### src/hw/csi_pkg.sv
package csi_pkg;
  // register byte offsets on the software bus
  localparam logic [4:0] OFS_MODE = 5'h00;
  localparam logic [4:0] OFS_FMT = 5'h04;
  localparam logic [4:0] OFS_LEN = 5'h08;
  localparam logic [4:0] OFS_FLAG = 5'h0c;
  localparam logic [4:0] OFS_TX = 5'h10;
  localparam logic [4:0] OFS_RX = 5'h14;
  // serial master end, own command registers
  localparam logic [4:0] OFS_M_CTRL = 5'h00;
  localparam logic [4:0] OFS_M_TX = 5'h04;
  localparam logic [4:0] OFS_M_RX = 5'h08;
  localparam logic [4:0] OFS_M_STAT = 5'h0c;
  // mode_control_reg fields
  localparam int MC_POWER = 7;
  localparam int MC_TXE = 6;
  localparam int MC_RXE = 5;
  localparam int MC_ORDER = 4;
  localparam int MC_CONT = 1;
  localparam int MC_SCE = 0;
  // clock_format_reg fields
  localparam int FMT_CKP = 4;
  localparam int FMT_DAP = 3;
  localparam logic [2:0] CKS_EXTERNAL = 3'h7;
  // flag_reg fields
  localparam int FLAG_TSF = 7;
  localparam int FLAG_OVE = 0;
  // master ctrl and status fields
  localparam int MCTRL_CKP = 4;
  localparam int MSTAT_BUSY = 0;
  localparam int MSTAT_RXV = 1;
  // word length: field 0 means eight bits
  localparam logic [4:0] LEN_ZERO_BITS = 5'h08;
  localparam logic [15:0] ALL_ONES = 16'hffff;
  // serial clock made by the master end
  localparam int MCLK_MHZ = 200;
  localparam int SCK_HALF_NS = 80;
  localparam logic [4:0] SCK_HALF_CYC = 5'(SCK_HALF_NS * MCLK_MHZ / 1000);

  typedef enum logic [1:0] {
    ST_IDLE = 2'b00,
    ST_RUN = 2'b01,
    ST_HOLD = 2'b11
  } xfer_state_e;

  typedef enum logic [1:0] {
    M_IDLE = 2'b00,
    M_DRIVE = 2'b01,
    M_SAMPLE = 2'b11
  } master_state_e;

  typedef struct packed {
    logic wreq;
    logic [31:0] rdata;
    logic [7:0] mode;
    logic [4:0] fmt;
    logic [3:0] len;
    logic tsf;
    logic ove;
    logic [15:0] txh;
    logic tx_full;
    logic [15:0] rxh;
    logic rx_unread;
    logic [15:0] sh;
    logic [4:0] cnt;
    logic si_bit;
    logic pend;
    xfer_state_e st;
    logic [2:0] sck_sync;
    logic [1:0] si_sync;
    logic so;
    logic irq_rx;
    logic irq_tx;
  } dev_s;

  typedef struct packed {
    logic wreq;
    logic [31:0] rdata;
    logic [3:0] len;
    logic ckp;
    logic rxv;
    logic [15:0] rx;
    logic [15:0] sh;
    logic [4:0] bits;
    logic [4:0] div;
    master_state_e st;
    logic sclk;
    logic si;
    logic [1:0] so_sync;
  } mst_s;
endpackage

### src/hw/csi_link_if.sv
interface csi_link_if;
  logic serial_clock_pin;
  logic serial_in_pin;
  logic serial_out_pin;

  modport device (
    input serial_clock_pin,
    input serial_in_pin,
    output serial_out_pin
  );

  modport master (
    output serial_clock_pin,
    output serial_in_pin,
    input serial_out_pin
  );
endinterface

### src/hw/clocked_serial_unit.sv
module clocked_serial_unit
  import csi_pkg::*;
(
  // clock and reset
  input wire logic mclk,
  input wire logic rst_n,
  // avalon-mm slave
  input wire logic [4:0] address,
  input wire logic read,
  input wire logic write,
  input wire logic [31:0] writedata,
  output logic [31:0] readdata,
  output logic waitrequest,
  // interrupt request pulses
  output logic rx_done_irq,
  output logic tx_ready_irq,
  // serial link
  csi_link_if.device lnk
);
  dev_s q;
  dev_s d;
  logic wr;
  logic rd;
  logic [4:0] nbits;
  logic pwr;
  logic txe;
  logic rxe;
  logic lsb_first;
  logic cont;
  logic ext_clk;
  logic rise;
  logic fall;
  logic smp_edge;
  logic drv_edge;
  logic [15:0] word;

  // shift one bit into the shifter in the chosen order
  function automatic logic [15:0] shift_in(logic [15:0] s, logic b,
                                           logic lsb, logic [4:0] n);
    logic [15:0] r;
    r = lsb ? (s >> 1) : {s[14:0], b};
    if (lsb) begin
      r[4'(n - 5'd1)] = b;
    end
    return r;
  endfunction

  // whole next-state computation
  always_comb begin
    d = q;
    d.irq_rx = 1'b0;
    d.irq_tx = 1'b0;
    wr = write & ~q.wreq;
    rd = read & ~q.wreq;
    pwr = q.mode[MC_POWER];
    txe = q.mode[MC_TXE];
    rxe = q.mode[MC_RXE];
    lsb_first = q.mode[MC_ORDER];
    cont = q.mode[MC_CONT];
    ext_clk = q.fmt[2:0] == CKS_EXTERNAL;
    nbits = (q.len == 4'h0) ? LEN_ZERO_BITS : {1'b0, q.len};
    word = 16'h0000;

    // stage one of each synchroniser feeds only stage two
    d.sck_sync = {q.sck_sync[1:0], lnk.serial_clock_pin};
    d.si_sync = {q.si_sync[0], lnk.serial_in_pin};
    rise = q.sck_sync[1] & ~q.sck_sync[2];
    fall = ~q.sck_sync[1] & q.sck_sync[2];
    // polarity 0 samples on the rising edge, drives on the falling one
    smp_edge = ext_clk & (q.fmt[FMT_CKP] ? fall : rise);
    drv_edge = ext_clk & (q.fmt[FMT_CKP] ? rise : fall);

    // one wait cycle per access keeps read data a register output
    d.wreq = ~(q.wreq & (read | write));
    if (address == OFS_MODE) begin
      d.rdata = 32'(q.mode);
    end else if (address == OFS_FMT) begin
      d.rdata = 32'(q.fmt);
    end else if (address == OFS_LEN) begin
      d.rdata = 32'(q.len);
    end else if (address == OFS_FLAG) begin
      d.rdata = 32'({q.tsf, 6'h00, q.ove});
    end else if (address == OFS_TX) begin
      d.rdata = 32'(q.txh);
    end else if (address == OFS_RX) begin
      d.rdata = 32'(q.rxh);
    end else begin
      d.rdata = 32'h0000_0000;
    end

    // register writes
    if (wr) begin
      if (address == OFS_MODE) begin
        d.mode = writedata[7:0];
      end else if (address == OFS_FMT) begin
        d.fmt = writedata[4:0];
      end else if (address == OFS_LEN) begin
        d.len = writedata[3:0];
      end else if (address == OFS_FLAG) begin
        if (!writedata[FLAG_TSF]) begin
          d.tsf = 1'b0;
          d.st = ST_IDLE;
          d.pend = 1'b0;
        end
        if (!writedata[FLAG_OVE]) begin
          d.ove = 1'b0;
        end
      end else if (address == OFS_TX) begin
        // single mode drops a write during a transfer
        if (pwr && txe && !(!cont && q.tsf)) begin
          d.txh = writedata[15:0];
          d.tx_full = 1'b1;
        end
      end
    end

    // reading rx frees it; in receive-only mode an idle read arms the unit
    if (rd && address == OFS_RX) begin
      d.rx_unread = 1'b0;
      if (pwr && rxe && !txe && q.st == ST_IDLE && !q.tsf) begin
        d.tsf = 1'b1;
        d.st = ST_RUN;
        d.cnt = nbits;
        d.sh = 16'h0000;
        d.pend = 1'b0;
      end
    end

    // first word of a transmit: holding register moves to the shifter
    if (d.tx_full && pwr && txe && q.st == ST_IDLE && !q.tsf) begin
      d.tsf = 1'b1;
      d.st = ST_RUN;
      d.cnt = nbits;
      d.sh = d.txh;
      d.tx_full = 1'b0;
      d.pend = 1'b0;
      d.irq_tx = cont;
    end

    // shifting on synchronised serial clock edges
    if (q.st == ST_RUN && smp_edge) begin
      d.si_bit = q.si_sync[1];
      d.pend = 1'b1;
      d.cnt = q.cnt - 5'd1;
      if (q.cnt == 5'd1) begin
        d.pend = 1'b0;
        word = shift_in(q.sh, q.si_sync[1], lsb_first, nbits)
               & ~(ALL_ONES << nbits);
        if (rxe) begin
          d.rxh = word;
          d.irq_rx = 1'b1;
          d.ove = d.ove | (cont & q.rx_unread);
          d.rx_unread = 1'b1;
        end else if (!cont) begin
          d.irq_rx = 1'b1;
        end
        if (!cont) begin
          d.st = ST_IDLE;
          d.tsf = 1'b0;
        end else if (txe) begin
          if (d.tx_full) begin
            d.sh = d.txh;
            d.tx_full = 1'b0;
            d.irq_tx = 1'b1;
            d.cnt = nbits;
          end else begin
            d.st = ST_HOLD;
          end
        end else if (q.mode[MC_SCE]) begin
          d.cnt = nbits;
        end else begin
          d.st = ST_HOLD;
        end
      end
    end else if (q.st == ST_RUN && drv_edge && q.pend) begin
      d.sh = shift_in(q.sh, q.si_bit, lsb_first, nbits);
      d.pend = 1'b0;
    end

    // unit off: transfer state dropped, configuration kept
    if (!pwr) begin
      d.st = ST_IDLE;
      d.tsf = 1'b0;
      d.tx_full = 1'b0;
      d.pend = 1'b0;
    end

    // output pin shows the bit at the head of the shifter while transmit is enabled and a transfer is active, else low
    if (txe && d.st != ST_IDLE) begin
      d.so = lsb_first ? d.sh[0] : d.sh[4'(nbits - 5'd1)];
    end else begin
      d.so = 1'b0;
    end
  end

  // all state in one register
  always_ff @(posedge mclk or negedge rst_n) begin
    if (!rst_n) begin
      q <= '0;
      q.wreq <= 1'b1;
      q.sck_sync <= 3'h7; // idle clock is high, so no false edge at release
    end else begin
      q <= d;
    end
  end

  assign readdata = q.rdata;
  assign waitrequest = q.wreq;
  assign rx_done_irq = q.irq_rx;
  assign tx_ready_irq = q.irq_tx;
  assign lnk.serial_out_pin = q.so;
endmodule

### src/flat_wrapper.sv
// flat-port wrapper written by rule: the top's interface ports become plain ports
module clocked_serial_unit_flat import csi_pkg::*;
  (mclk, rst_n, address, read, write, writedata, readdata, waitrequest, rx_done_irq, tx_ready_irq, lnk_serial_clock_pin, lnk_serial_in_pin, lnk_serial_out_pin);
  csi_link_if lnk_i ();
  input wire logic mclk;
  input wire logic rst_n;
  input wire logic [4:0] address;
  input wire logic read;
  input wire logic write;
  input wire logic [31:0] writedata;
  output logic [31:0] readdata;
  output logic waitrequest;
  output logic rx_done_irq;
  output logic tx_ready_irq;
  input wire logic [$bits(lnk_i.serial_clock_pin)-1:0] lnk_serial_clock_pin;
  input wire logic [$bits(lnk_i.serial_in_pin)-1:0] lnk_serial_in_pin;
  output wire logic [$bits(lnk_i.serial_out_pin)-1:0] lnk_serial_out_pin;
  assign lnk_i.serial_clock_pin = lnk_serial_clock_pin;
  assign lnk_i.serial_in_pin = lnk_serial_in_pin;
  assign lnk_serial_out_pin = lnk_i.serial_out_pin;
  clocked_serial_unit u_core (.mclk(mclk), .rst_n(rst_n), .address(address), .read(read), .write(write), .writedata(writedata), .readdata(readdata), .waitrequest(waitrequest), .rx_done_irq(rx_done_irq), .tx_ready_irq(tx_ready_irq), .lnk(lnk_i));
endmodule
### config.mk
export PLATFORM = sky130hd
export DESIGN_NAME = clocked_serial_unit_flat
export DESIGN_NICKNAME = d
export VERILOG_FILES = /design/src/hw/csi_pkg.sv /design/src/hw/csi_link_if.sv /design/src/hw/clocked_serial_unit.sv /design/src/flat_wrapper.sv
export SDC_FILE = /design/constraint.sdc
export NUM_CORES = 1
export LEC_CHECK = 0
export BUFFER_PORTS_ARGS = -buffer_cell sky130_fd_sc_hd__buf_2
export CAP_MARGIN = 20
export CORE_AREA = 2 2 114 116
export DETAILED_ROUTE_END_ITERATION = 7
export DIE_AREA = 0 0 116 118
export PLACE_DENSITY = 0.76
export SKIP_CTS_REPAIR_TIMING = 1
export SYNTH_ARGS = -nofsm -noshare
export SYNTH_HDL_FRONTEND = slang
export SYNTH_SLANG_ARGS = --single-unit
### constraint.sdc
create_clock -name mclk -period 3.4 [get_ports mclk]
set_input_delay 0 -clock mclk [delete_from_list [all_inputs] [get_ports mclk]]
set_output_delay 0 -clock mclk [all_outputs]
set_load 0.05 [all_outputs]
==> impl_metrics.toml <==
[cells_and_area]
finalNetCount = 848
antenna-diode-count = 0
post-route-cell-area_um2 = 7450
largest_reg_flops = 76
final_cells = 973
reg_with_most_ffs = "u_core.q"
area_growth_syn_to_layout_pct = 15.2
post_route_cells_drive_above_1_share = 0.201
fillers = 1133

[synthesis]
synth_top_area_cell = "sky130_fd_sc_hd__dfrtp_1"
number_of_storage_elements_in_the_synthesis_netlist = 102
syn_avg_cell_area_um2 = 8.85
largest_cells_by_area_after_synthesis = "sky130_fd_sc_hd__dfrtp_1 38%, sky130_fd_sc_hd__nand2_1 4.5%, sky130_fd_sc_hd__mux2_2 4.2%"
ys_types = 79
yosys_most_used_dff = "sky130_fd_sc_hd__dfrtp_1"
postSynthCellCount = 731
syn-cell-area_um2 = 6470
synth-async-reset-ratio = 1.00
synth-edff-count = 0
post-synth-top-area-fraction = 0.379
synth.yosys.warnings = 0
yosysSeqAreaShare = 0.395

[route]
antenna_left = 0
drc = 0
vias = 6251
firstDrtPassIters = 5
route.final.wire_length_um = 23700
first_iter_violations = 686
viasPerCell = 6.42
detail_route.wl_per_cell_um = 24.3

[worst_hold_path]
hp-class = "primary input to register"
holdCritStartpoint = "writedata[1]"

[cts]
cts_inserted_buffers = 9
tritoncts = "done"
clk_latency_ps = 360
cts_root_buf = "sky130_fd_sc_hd__clkbuf_16"
numClockSinks = 102
level_count_of_the_clock_h_tree = 3
clkSlewWorstSetupHoldPaths_ps = 80
clock_path_buffers = 2

[power]
vdd.ir_drop.worst_v = 0.000201
power.static_leakage_nw = 3.34
powerDensity_nw_per_um2 = 410

[floorplan]
placement_rows = 41
num_io_pins = 79
design.die.area_um2 = 13700
start_util = 0.521
floorplan.core_area_um2 = 12400
floorplan.die.height_um = 118
dieWidth_um = 116

[setup_path]
r2r-end = "u_core.lnk.serial_out_pin"
wp_data_arrival_ps = 3580
startpoint_type = "register"
worstPathRequired_ps = 3690
r2r_slack_ps = 110
r2r.worst_path.cells = 12
crit_path_end = "u_core.lnk.serial_out_pin"
worstSetupStartpoint = "u_core.q[71]"
path_class = "register to register"
worstReg2RegStart = "u_core.q[71]"
critPathMaxFanout = 9
critical_path.endpoint_type = "register"

[place]
post-place-cells = 939
hpwlAfterDp_um = 17900
placement_setup_slack_ps = 157
placed_area_um2 = 6980
placement.io_buffers = 46
gp_routability_congestion = 0.949

[grt]
gr-usage-all-layers = 0.352
grt_first_pass_wirelength_um = 35800
initial_antenna_violation_count = 0
total_global_routing_overflow = 0
grt_max_degree = 56
first_global_vias = 5803

[timing]
finalHoldViolations = 0
fin_worst_skew_ps = 9.67
max_slew_margin = 0.450
final_min_period_over_clock_period = 0.968
layout_setup_ws_ps = 108
fmax_mhz = 304
hold-worst-slack_ps = 5.34
fin_tns_setup_ps = 0
worst-slew-pin-transition_ps = 824
final_setup_viols = 0
report.final.slew_viol_count = 0
layout_min_cycle_time_ps = 3290

[flow_run]
maxCapViolCount = 0

[outcome]
run_status = "finished, final reports clean"
## critical path, cell delays in order, from the launching register on
cell,delay [ps]
sky130_fd_sc_hd__dfrtp_1,570
sky130_fd_sc_hd__inv_1,110
sky130_fd_sc_hd__ha_1,330
sky130_fd_sc_hd__buf_4,180
sky130_fd_sc_hd__nand2b_1,180
sky130_fd_sc_hd__or3_1,400
sky130_fd_sc_hd__a211oi_1,520
sky130_fd_sc_hd__buf_4,210
sky130_fd_sc_hd__a221o_1,100
sky130_fd_sc_hd__a21oi_1,50
sky130_fd_sc_hd__o31ai_1,300
sky130_fd_sc_hd__o311ai_1,120
sky130_fd_sc_hd__o21ai_1,150
## kinds of logic after synthesis
group | Yosys count | share of synthesized area
other | 1 | 0.000580
and+or+nand+nor | 246 | 0.186
DFF | 102 | 0.395
buffers and inverters | 105 | 0.0824
muxes | 49 | 0.0824
xor gates and xnor gates | 3 | 0.00406
adders and majority gates | 9 | 0.0174
AOI/OAI and AO/OA | 216 | 0.231
## worst min-delay path by stage
| stage | end | slack [ps] | cells past startpoint |
|---|---|---|---|
| after floorplan | u_core.cont | -300 | 0 |
| after global placement | u_core.q[64] | 100 | 1 |
| after detailed placement | u_core.q[27] | 110 | 1 |
| after CTS | u_core.q[27] | -270 | 1 |
| after global routing | u_core.q[52] | 2 | 3 |
| final | u_core.q[52] | 5 | 3 |
## routing by layer
metal | vias to the layer above | track usage | wire length, um
li1 | 2784 | - | -
met4 | 0 | 0.115 | 715
met5 | - | 0 | 0
met1 | 3099 | 0.529 | 10400
met2 | 325 | 0.518 | 10600
met3 | 43 | 0.0546 | 2010
## power by group
group,switching [mW],internal [mW]
sequential,0.0646,1.25
combinational,0.484,0.245
clock,0.502,0.508
total,1.05,2.01
## cells in the final DEF (no fill, tap or decap), drive strengths merged, types with 4 or more instances in the layout
cell,instances
a211oi,15
a311oi,10
dfrtp,98
mux2i,24
a31oi,17
clkbuf,9
conb,16
a41oi,4
a211o,4
o211ai,5
o22ai,7
nor2,67
dfstp,4
nand2,78
clkinv,4
ha,9
buf,101
nor4b,5
nor3b,4
or3,9
nor2b,4
o31ai,8
dlygate4sd3,18
o41ai,7
a21o,6
and2,8
nor3,9
a221oi,4
and3,8
nand3,22
nand4,5
a21oi,38
inv,28
o21ai,45
mux2,24
a22oi,11
nand2b,7
## Yosys cell counts (6+ instances only)
cell	count
sky130_fd_sc_hd__dfrtp_1	98
sky130_fd_sc_hd__nand2_1	78
sky130_fd_sc_hd__nor2_1	66
sky130_fd_sc_hd__o21ai_0	42
sky130_fd_sc_hd__a21oi_1	38
sky130_fd_sc_hd__clkbuf_1	36
sky130_fd_sc_hd__buf_4	33
sky130_fd_sc_hd__inv_1	25
sky130_fd_sc_hd__mux2_2	24
sky130_fd_sc_hd__mux2i_1	24
sky130_fd_sc_hd__nand3_1	22
sky130_fd_sc_hd__a31oi_1	17
sky130_fd_sc_hd__a211oi_1	14
sky130_fd_sc_hd__a22oi_1	11
sky130_fd_sc_hd__a311oi_1	10
sky130_fd_sc_hd__ha_1	9
sky130_fd_sc_hd__nor3_1	9
sky130_fd_sc_hd__or3_1	9
sky130_fd_sc_hd__and3_1	8
sky130_fd_sc_hd__o31ai_1	8
sky130_fd_sc_hd__and2_1	7
sky130_fd_sc_hd__nand2b_1	7
sky130_fd_sc_hd__o22ai_1	7
sky130_fd_sc_hd__o41ai_1	7
sky130_fd_sc_hd__a21o_1	6
sky130_fd_sc_hd__buf_2	6
## metrics by stage
step | utilization | power (mW)
after floorplan | - | 1.75
after global placement | 0.562 | 2.02
after detailed placement | 0.562 | 2.03
after CTS | 0.585 | 3.03
after global routing | 0.600 | 3.16
final | 0.600 | 3.06
## final cells by class
type                       instances  area [um^2]  area share
tap                              172          215      0.0289
sequential                       102         2560       0.343
timing repair buffer             119          851       0.114
clock inverter                     7         56.3     0.00756
clock buffer                       9          225      0.0302
multi-input combinational        539         3450       0.463
inverter                          25         93.8      0.0126
Note: power is estimated with default switching activity, not from simulation.
